**config.mk**
```make
export PLATFORM = sky130hd
export DESIGN_NAME = dosr_router
export DESIGN_NICKNAME = d
export VERILOG_FILES = /design/src/rtl/dosr_pkg.sv /design/src/rtl/dosr_router.sv
export SDC_FILE = /design/constraint.sdc
export NUM_CORES = 1
export LEC_CHECK = 0
export ABC_AREA = 1
export CAP_MARGIN = 0
export CORE_MARGIN = 2
export CORE_UTILIZATION = 45
export DETAILED_ROUTE_END_ITERATION = 8
export DONT_BUFFER_PORTS = 1
export GPL_ROUTABILITY_DRIVEN = 0
export HOLD_SLACK_MARGIN = 0.08
export PLACE_DENSITY = 0.57
export RECOVER_POWER = 50
export SLEW_MARGIN = 20
export SYNTH_ARGS = -nofsm -noshare
export SYNTH_HDL_FRONTEND = slang
export SYNTH_SLANG_ARGS = --single-unit
```
**constraint.sdc**
```tcl
create_clock -name clk -period 3.8 [get_ports clk]
set_input_delay 0.76 -clock clk [delete_from_list [all_inputs] [get_ports clk]]
set_output_delay 0.76 -clock clk [all_outputs]
set_load 0.01 [all_outputs]
```
**src/rtl/dosr_pkg.sv**
```systemverilog
// constants and carrier types for the digital output source router
// assumes a single drive clock; parameter writes arrive as one-cycle requests
package dosr_pkg;
	localparam int DOSR_NUM_DO = 5;
	localparam int DOSR_DATA_W = 16;
	localparam logic [15:0] DOSR_ADDR_SRC_SEL = 16'h0416;
	localparam logic [15:0] DOSR_ADDR_NONOP_MASK = 16'h0417;
	localparam logic [15:0] DOSR_SRC_SEL_RST = 16'h0000;
	localparam logic [15:0] DOSR_NONOP_MASK_RST = 16'h0000;
	localparam logic [15:0] DOSR_FORCED_RST = 16'h0000;
	localparam logic [15:0] DOSR_VALUE_MAX = 16'h001F;
	localparam logic [15:0] DOSR_RD_UNMAPPED = 16'h0000;
	localparam logic DOSR_LEVEL_OFF = 1'b0;

	typedef struct packed {
		logic valid;
		logic from_comm;
		logic to_forced;
		logic [15:0] addr;
		logic [15:0] data;
	} dosr_wr_type;
endpackage

```
**src/rtl/dosr_router.sv**
```systemverilog
// digital output source router: per-terminal choice of drive function or forced bit
// assumes all inputs synchronous to clk; writes are one-cycle requests
`timescale 1ns/10ps

module dosr_router import dosr_pkg::*; #(
	parameter int N_OUT = DOSR_NUM_DO
) (
	// clock and reset
	input wire logic clk,
	input wire logic reset_n,
	// parameter access
	input wire dosr_wr_type param_wr,
	input wire logic [15:0] rd_addr,
	output logic [15:0] rd_data_r,
	output logic wr_rejected_r,
	// drive side
	input wire logic [N_OUT-1:0] func_result,
	input wire logic [N_OUT-1:0] polarity,
	input wire logic link_operational_state,
	// terminals
	output logic [N_OUT-1:0] digital_output
);
	logic [15:0] sel_r, sel_nxt;
	logic [15:0] mask_r, mask_nxt;
	logic [15:0] forced_r, forced_nxt;
	logic [15:0] rd_data_nxt;
	logic rej_nxt;
	logic op_r;
	logic [N_OUT-1:0] do_r, do_nxt;

	// register writes and read mux
	always_comb begin
		sel_nxt = sel_r;
		mask_nxt = mask_r;
		forced_nxt = forced_r;
		rej_nxt = 1'b0;
		if (param_wr.valid) begin
			if (param_wr.to_forced) begin
				if (param_wr.from_comm)
					forced_nxt = param_wr.data;
				else
					rej_nxt = 1'b1;
			end else if (param_wr.addr == DOSR_ADDR_SRC_SEL) begin
				if (param_wr.data <= DOSR_VALUE_MAX)
					sel_nxt = param_wr.data;
				else
					rej_nxt = 1'b1;
			end else if (param_wr.addr == DOSR_ADDR_NONOP_MASK) begin
				if (param_wr.data <= DOSR_VALUE_MAX)
					mask_nxt = param_wr.data;
				else
					rej_nxt = 1'b1;
			end else begin
				rej_nxt = 1'b1;
			end
		end
		if (rd_addr == DOSR_ADDR_SRC_SEL)
			rd_data_nxt = sel_r;
		else if (rd_addr == DOSR_ADDR_NONOP_MASK)
			rd_data_nxt = mask_r;
		else
			rd_data_nxt = DOSR_RD_UNMAPPED;
	end

	// per-terminal routing
	genvar n;
	generate
		for (n = 0; n < N_OUT; n++) begin : g_out
			logic active;
			assign active = sel_r[n] ? forced_r[n] : func_result[n];
			assign do_nxt[n] = (sel_r[n] && !op_r) ?
				(mask_r[n] ? DOSR_LEVEL_OFF : do_r[n]) :
				(active ^ polarity[n]);
		end
	endgenerate

	always_ff @(posedge clk) begin
		if (!reset_n) begin
			sel_r <= DOSR_SRC_SEL_RST;
			mask_r <= DOSR_NONOP_MASK_RST;
			forced_r <= DOSR_FORCED_RST;
			rd_data_r <= DOSR_RD_UNMAPPED;
			wr_rejected_r <= 1'b0;
			op_r <= 1'b0;
			do_r <= '0;
		end else begin
			sel_r <= sel_nxt;
			mask_r <= mask_nxt;
			forced_r <= forced_nxt;
			rd_data_r <= rd_data_nxt;
			wr_rejected_r <= rej_nxt;
			op_r <= link_operational_state;
			do_r <= do_nxt;
		end
	end

	assign digital_output = do_r;

	// checks
	property p_func_route;
		@(posedge clk) disable iff (!reset_n)
		!sel_r[0] |=> digital_output[0] == ($past(func_result[0]) ^ $past(polarity[0]));
	endproperty
	a_func_route: assert property (p_func_route) else $error("function route wrong");

	property p_forced_route;
		@(posedge clk) disable iff (!reset_n)
		(sel_r[2] && op_r) |=> digital_output[2] == ($past(forced_r[2]) ^ $past(polarity[2]));
	endproperty
	a_forced_route: assert property (p_forced_route) else $error("forced route wrong");

	property p_sel_range;
		@(posedge clk) disable iff (!reset_n)
		(param_wr.valid && !param_wr.to_forced && param_wr.addr == DOSR_ADDR_SRC_SEL)
		|=> (sel_r == ($past(param_wr.data) <= DOSR_VALUE_MAX ? $past(param_wr.data)
			: $past(sel_r))) && (wr_rejected_r == ($past(param_wr.data) > DOSR_VALUE_MAX));
	endproperty
	a_sel_range: assert property (p_sel_range) else $error("select write wrong");

	property p_forced_local;
		@(posedge clk) disable iff (!reset_n)
		(param_wr.valid && param_wr.to_forced && !param_wr.from_comm)
		|=> $stable(forced_r) && wr_rejected_r;
	endproperty
	a_forced_local: assert property (p_forced_local) else $error("local forced write taken");

	property p_nonop_hold;
		@(posedge clk) disable iff (!reset_n)
		(sel_r[1] && !op_r && !mask_r[1]) |=> $stable(digital_output[1]);
	endproperty
	a_nonop_hold: assert property (p_nonop_hold) else $error("non-op output changed");

	property p_nonop_off;
		@(posedge clk) disable iff (!reset_n)
		(sel_r[4] && !op_r && mask_r[4]) |=> digital_output[4] == DOSR_LEVEL_OFF;
	endproperty
	a_nonop_off: assert property (p_nonop_off) else $error("non-op output not off");

	property p_polarity;
		@(posedge clk) disable iff (!reset_n)
		(!sel_r[3] && polarity[3] && func_result[3]) |=> !digital_output[3];
	endproperty
	a_polarity: assert property (p_polarity) else $error("polarity not applied");

	property p_op_sample;
		@(posedge clk) disable iff (!reset_n)
		link_operational_state ##1 reset_n |-> op_r;
	endproperty
	a_op_sample: assert property (p_op_sample) else $error("op flag not sampled");

	// reset leaves every terminal off and the select cleared
	property p_reset_state;
		@(posedge clk)
		!reset_n |=> (sel_r == DOSR_SRC_SEL_RST) && (digital_output == '0);
	endproperty
	a_reset_state: assert property (p_reset_state) else $error("reset state wrong");

	property p_mask_range;
		@(posedge clk) disable iff (!reset_n)
		(param_wr.valid && !param_wr.to_forced && param_wr.addr == DOSR_ADDR_NONOP_MASK)
		|=> (mask_r == ($past(param_wr.data) <= DOSR_VALUE_MAX ? $past(param_wr.data)
			: $past(mask_r))) && (wr_rejected_r == ($past(param_wr.data) > DOSR_VALUE_MAX));
	endproperty
	a_mask_range: assert property (p_mask_range) else $error("mask write wrong");

	property p_forced_comm;
		@(posedge clk) disable iff (!reset_n)
		(param_wr.valid && param_wr.to_forced && param_wr.from_comm)
		|=> (forced_r == $past(param_wr.data)) && !wr_rejected_r;
	endproperty
	a_forced_comm: assert property (p_forced_comm) else $error("host forced write lost");

	// non-forced writes to no known register are rejected and change neither select nor mask
	property p_addr_unknown;
		@(posedge clk) disable iff (!reset_n)
		(param_wr.valid && !param_wr.to_forced && param_wr.addr != DOSR_ADDR_SRC_SEL
			&& param_wr.addr != DOSR_ADDR_NONOP_MASK)
		|=> wr_rejected_r && $stable(sel_r) && $stable(mask_r);
	endproperty
	a_addr_unknown: assert property (p_addr_unknown) else $error("unknown write taken");

	property p_idle_reject;
		@(posedge clk) disable iff (!reset_n)
		!param_wr.valid |=> !wr_rejected_r;
	endproperty
	a_idle_reject: assert property (p_idle_reject) else $error("spurious reject");

	property p_rd_sel;
		@(posedge clk) disable iff (!reset_n)
		(rd_addr == DOSR_ADDR_SRC_SEL) |=> rd_data_r == $past(sel_r);
	endproperty
	a_rd_sel: assert property (p_rd_sel) else $error("select read wrong");

	property p_rd_mask;
		@(posedge clk) disable iff (!reset_n)
		(rd_addr == DOSR_ADDR_NONOP_MASK) |=> rd_data_r == $past(mask_r);
	endproperty
	a_rd_mask: assert property (p_rd_mask) else $error("mask read wrong");

	// every terminal, not only the sampled ones above
	generate
		for (n = 0; n < N_OUT; n++) begin : g_chk
			property p_route_bit;
				@(posedge clk) disable iff (!reset_n)
				(!sel_r[n] || op_r) |=> digital_output[n] ==
					(($past(sel_r[n]) ? $past(forced_r[n]) : $past(func_result[n]))
					^ $past(polarity[n]));
			endproperty
			a_route_bit: assert property (p_route_bit) else $error("route wrong");

			property p_nonop_bit;
				@(posedge clk) disable iff (!reset_n)
				(sel_r[n] && !op_r) |=> digital_output[n] ==
					($past(mask_r[n]) ? DOSR_LEVEL_OFF : $past(digital_output[n]));
			endproperty
			a_nonop_bit: assert property (p_nonop_bit) else $error("non-op level wrong");
		end
	endgenerate

	c_forced: cover property (@(posedge clk) disable iff (!reset_n) sel_r[0] && op_r && forced_r[0]);
	c_hold: cover property (@(posedge clk) disable iff (!reset_n) sel_r[1] && !op_r && !mask_r[1]);
	c_reject: cover property (@(posedge clk) disable iff (!reset_n) wr_rejected_r);
	c_nonop_off: cover property (@(posedge clk) disable iff (!reset_n)
		sel_r[0] && !op_r && mask_r[0]);
	c_mixed: cover property (@(posedge clk) disable iff (!reset_n)
		sel_r[0] && !sel_r[1] && op_r);
endmodule // dosr_router

```
==> flow_metrics.env <==
export IMPL_rows=27
export IMPL_r2r_start="sel_r[3]$_SDFFE_PN0P_"
export IMPL_die_area_sq_um=6540
export IMPL_cts_sink_count=60
export IMPL_root_buffer="clkbuf_8"
export IMPL_overflow=0
export IMPL_grt_use_met3=0.0622
export IMPL_setup_viol=0
export IMPL_initial_core_util=0.474
export IMPL_cp_start_kind="input port"
export IMPL_area_growth_pct=7.48
export IMPL_ys_types=22
export IMPL_seqPwrFrac=0.520
export IMPL_fin_crit_ns=1.77
export IMPL_synth_most_common_cell="inv_1"
export IMPL_power_density_nw_per_um2=434
export IMPL_cts_buffers=9
export IMPL_cpMaxStageDelayCell="nor2_1"
export IMPL_yosys_most_used_dff="dfxtp_1"
export IMPL_worstHoldStart="sel_r[15]$_SDFFE_PN0P_"
export IMPL_diodes=0
export IMPL_p_sw_mw=0.287
export IMPL_cts_resized=0
export IMPL_die_y_um=80.9
export IMPL_synthTopCellsByCount="inv_1 (68), nand2_1 (63), dfxtp_1 (60), nor2_1 (53), nand4_1 (32)"
export IMPL_netlist_area_leader_share=0.452
export IMPL_cp_slowest_stage_delay_ns=0.32
export IMPL_die_x_um=80.9
export IMPL_yosysSeqAreaShare=0.452
export IMPL_cpMostUsedCell="inv_1"
export IMPL_hold_depth=2
export IMPL_syn_nets=440
export IMPL_post_cts_buffers=0
export IMPL_synthCells=376
export IMPL_grt_pass1_vias=2077
export IMPL_grt_max_degree=33
export IMPL_crit_path_max_fanout=11
export IMPL_drt_iter0_markers=114
export IMPL_slew_violations=0
export IMPL_critPathArrivalTime_ns=2.01
export IMPL_final_net_count=437
export IMPL_grt_pass1_wl_um=9380
export IMPL_synth_fa_ha_area_frac=0
export IMPL_p_int_mw=0.953
export IMPL_use_met1=0.236
export IMPL_vias=2233
export IMPL_via_per_inst=4.97
export IMPL_core_area_sq_um=5610
export IMPL_synth_area_leader_cell="dfxtp_1"
export IMPL_synthArstFlopShare=0
export IMPL_clk_pin_slew_worst_paths_ns=0.07
export IMPL_worstHoldEndpoint="sel_r[15]$_SDFFE_PN0P_"
export IMPL_htreeDepth=3
export IMPL_path_buf_inv=4
export IMPL_antenna_left=0
export IMPL_grt_setup_unrepaired="no"
export IMPL_grt_total_usage=0.190
export IMPL_fin_total_pwr_mw=1.24
export IMPL_top_usage_layer="met2"
export IMPL_portBuffers=0
export IMPL_period_share=0.467
export IMPL_muxShareOfSynthArea=0
export IMPL_grtUsageMet2=0.301
export IMPL_r2r_slack_ns=2.77
export IMPL_synth_warnings=0
export IMPL_leakagePower_nw=1.29
export IMPL_cp_top_family="simple AND/OR/NAND/NOR gates"
export IMPL_fmax_mhz=564
export IMPL_hold_path_class="reg -> reg"
export IMPL_antenna_found_initial=0
export IMPL_rr_worst_depth=6
export IMPL_route_detailed_drc=0
export IMPL_ys_ff_latch=60
export IMPL_synth_area_sq_um=2660
export IMPL_crit_type="in -> reg"
export IMPL_synth_edff_count=0
export IMPL_critPathCaptureType="flop"
export IMPL_yosys_area_share_simple=0.319
export IMPL_synth_top_family_by_area="simple AND/OR/NAND/NOR gates"
export IMPL_routed_wl_um=5780
export IMPL_slew_limit_headroom=0.293
export IMPL_ir_drop_mv=0.247
export IMPL_synth_compound_area_frac=0.0828
export IMPL_status="finished, final reports clean"
export IMPL_regToRegEndpoint="digital_output[3]$_SDFFE_PN0P_"
export IMPL_clock_latency_ns=0.34
export IMPL_fin_setup_tns_ns=0
export IMPL_syn_avg_cell_area_sq_um=7.07
export IMPL_cts_buffer_depth=2
export IMPL_ioPinCount=86
export IMPL_p_sw_frac=0.232
export IMPL_required_ns=4.04
export IMPL_cap_violations=0
export IMPL_postCtsHoldBufs=0
export IMPL_crit_chain="inv_1 > nand2_1 > nor2_1 > inv_1 > nor2_1 > nand2_1 > nor2_1 > inv_1 > nand3_1 > inv_1"
export IMPL_layout_drive_gt1_share=0.0637
export IMPL_tritoncts="yes"
export IMPL_synth_xor_area_frac=0.0165
export IMPL_first_pass_iters=4
export IMPL_finClkSkew_ns=0.00791
export IMPL_combPwrFrac=0.044
export IMPL_wire_per_inst_um=12.9
export IMPL_worst_pin_slew_ns=1.06
export IMPL_pwr_share_clk=0.436
export IMPL_finalHoldViolCount=0
export IMPL_synthTopCellsByArea="dfxtp_1 (45%), inv_1 (9.6%), nand2_1 (8.9%)"
export IMPL_hpwl_um=3790
-- stage by stage --
stage / std cells / util / setup WS [ns] / cell area (sq um) / hold WS [ns]
after floorplan: 376 / - / 2.07 / 2660 / 0.417
after global routing: 449 / 0.510 / 1.71 / 2860 / 0.454
after global placement: 434 / 0.478 / 1.58 / 2680 / 0.427
after CTS: 449 / 0.510 / 1.94 / 2860 / 0.441
final: 449 / 0.510 / 2.03 / 2860 / 0.440
after detailed placement: 434 / 0.478 / 1.60 / 2680 / 0.430
-- sequential cells by signal, summed over array words and instances, names as in the netlist --
register and flops:
digital_output 5, forced_r 5, mask_r 16, op_r 1, rd_data_r 16, sel_r 16
wr_rejected_r 1
-- layout by cell type (no fill, tap or decap) --
cell,instances
xor2_1,5
clkinv_4,1
clkinv_2,3
nor2_2,3
inv_1,69
nor2_4,1
a21oi_1,29
nand3b_1,1
buf_4,2
nand3_1,24
nor3_2,2
clkbuf_8,9
bufinv_16,1
nor2_1,53
nand2_4,1
nor3b_4,1
clkbuf_1,1
nand2_1,64
o21ai_0,15
nand4_1,32
dfxtp_1,60
-- kinds of logic (layout without fill, tap and decap cells) --
group	Yosys count	count (layout)
simple gates	182	182
xor+xnor	5	5
compound gates	44	44
buf+inv	85	86
flops	60	60
-- final cells by class --
class	instances	area (sq um)
Tap cell	72	90.1
Timing Repair Buffer	2	15.0
Clock buffer	10	128
Fill cell	573	2750
Inverter	69	259
Clock inverter	5	53.8
Sequential cell	60	1200
Multi-Input combinational cell	231	1110
-- worst min-delay path, delay by kind of cell (launching register included) --
| kind | cells | cell delay [ns] |
|---|---|---|
| simple gates | 2 | 0.09 |
| flops | 1 | 0.31 |
-- power by group through the flow --
stage               Sequential (mW)  Clock [mW]  Combinational (mW)
detailed placement            0.659           0              0.0545
global route                  0.645       0.586              0.0641
floorplan                     0.657           0              0.0491
finish                        0.645       0.541              0.0543
global placement              0.659           0              0.0532
CTS                           0.645       0.554              0.0548
-- per-layer routing --
layer	up-vias	routed length (um)
li1	1180	-
met1	963	2740
met2	88	2590
met3	2	419
met4	0	31
met5	-	0
-- how the worst max path moves through the flow --
stage,startpoint,endpoint,slack (ns),cells after the start
after floorplan,param_wr[14],sel_r[10]$_SDFFE_PN0P_,2.07,9
after global placement,rd_addr[3],rd_data_r[6]$_SDFF_PN0_,1.58,5
after detailed placement,rd_addr[3],rd_data_r[5]$_SDFF_PN0_,1.60,5
after CTS,rd_addr[3],rd_data_r[5]$_SDFF_PN0_,1.94,5
after global routing,param_wr[25],mask_r[5]$_SDFFE_PN0P_,1.71,10
final,param_wr[9],mask_r[10]$_SDFFE_PN0P_,2.03,10
Note: power is estimated with default switching activity, not from simulation.
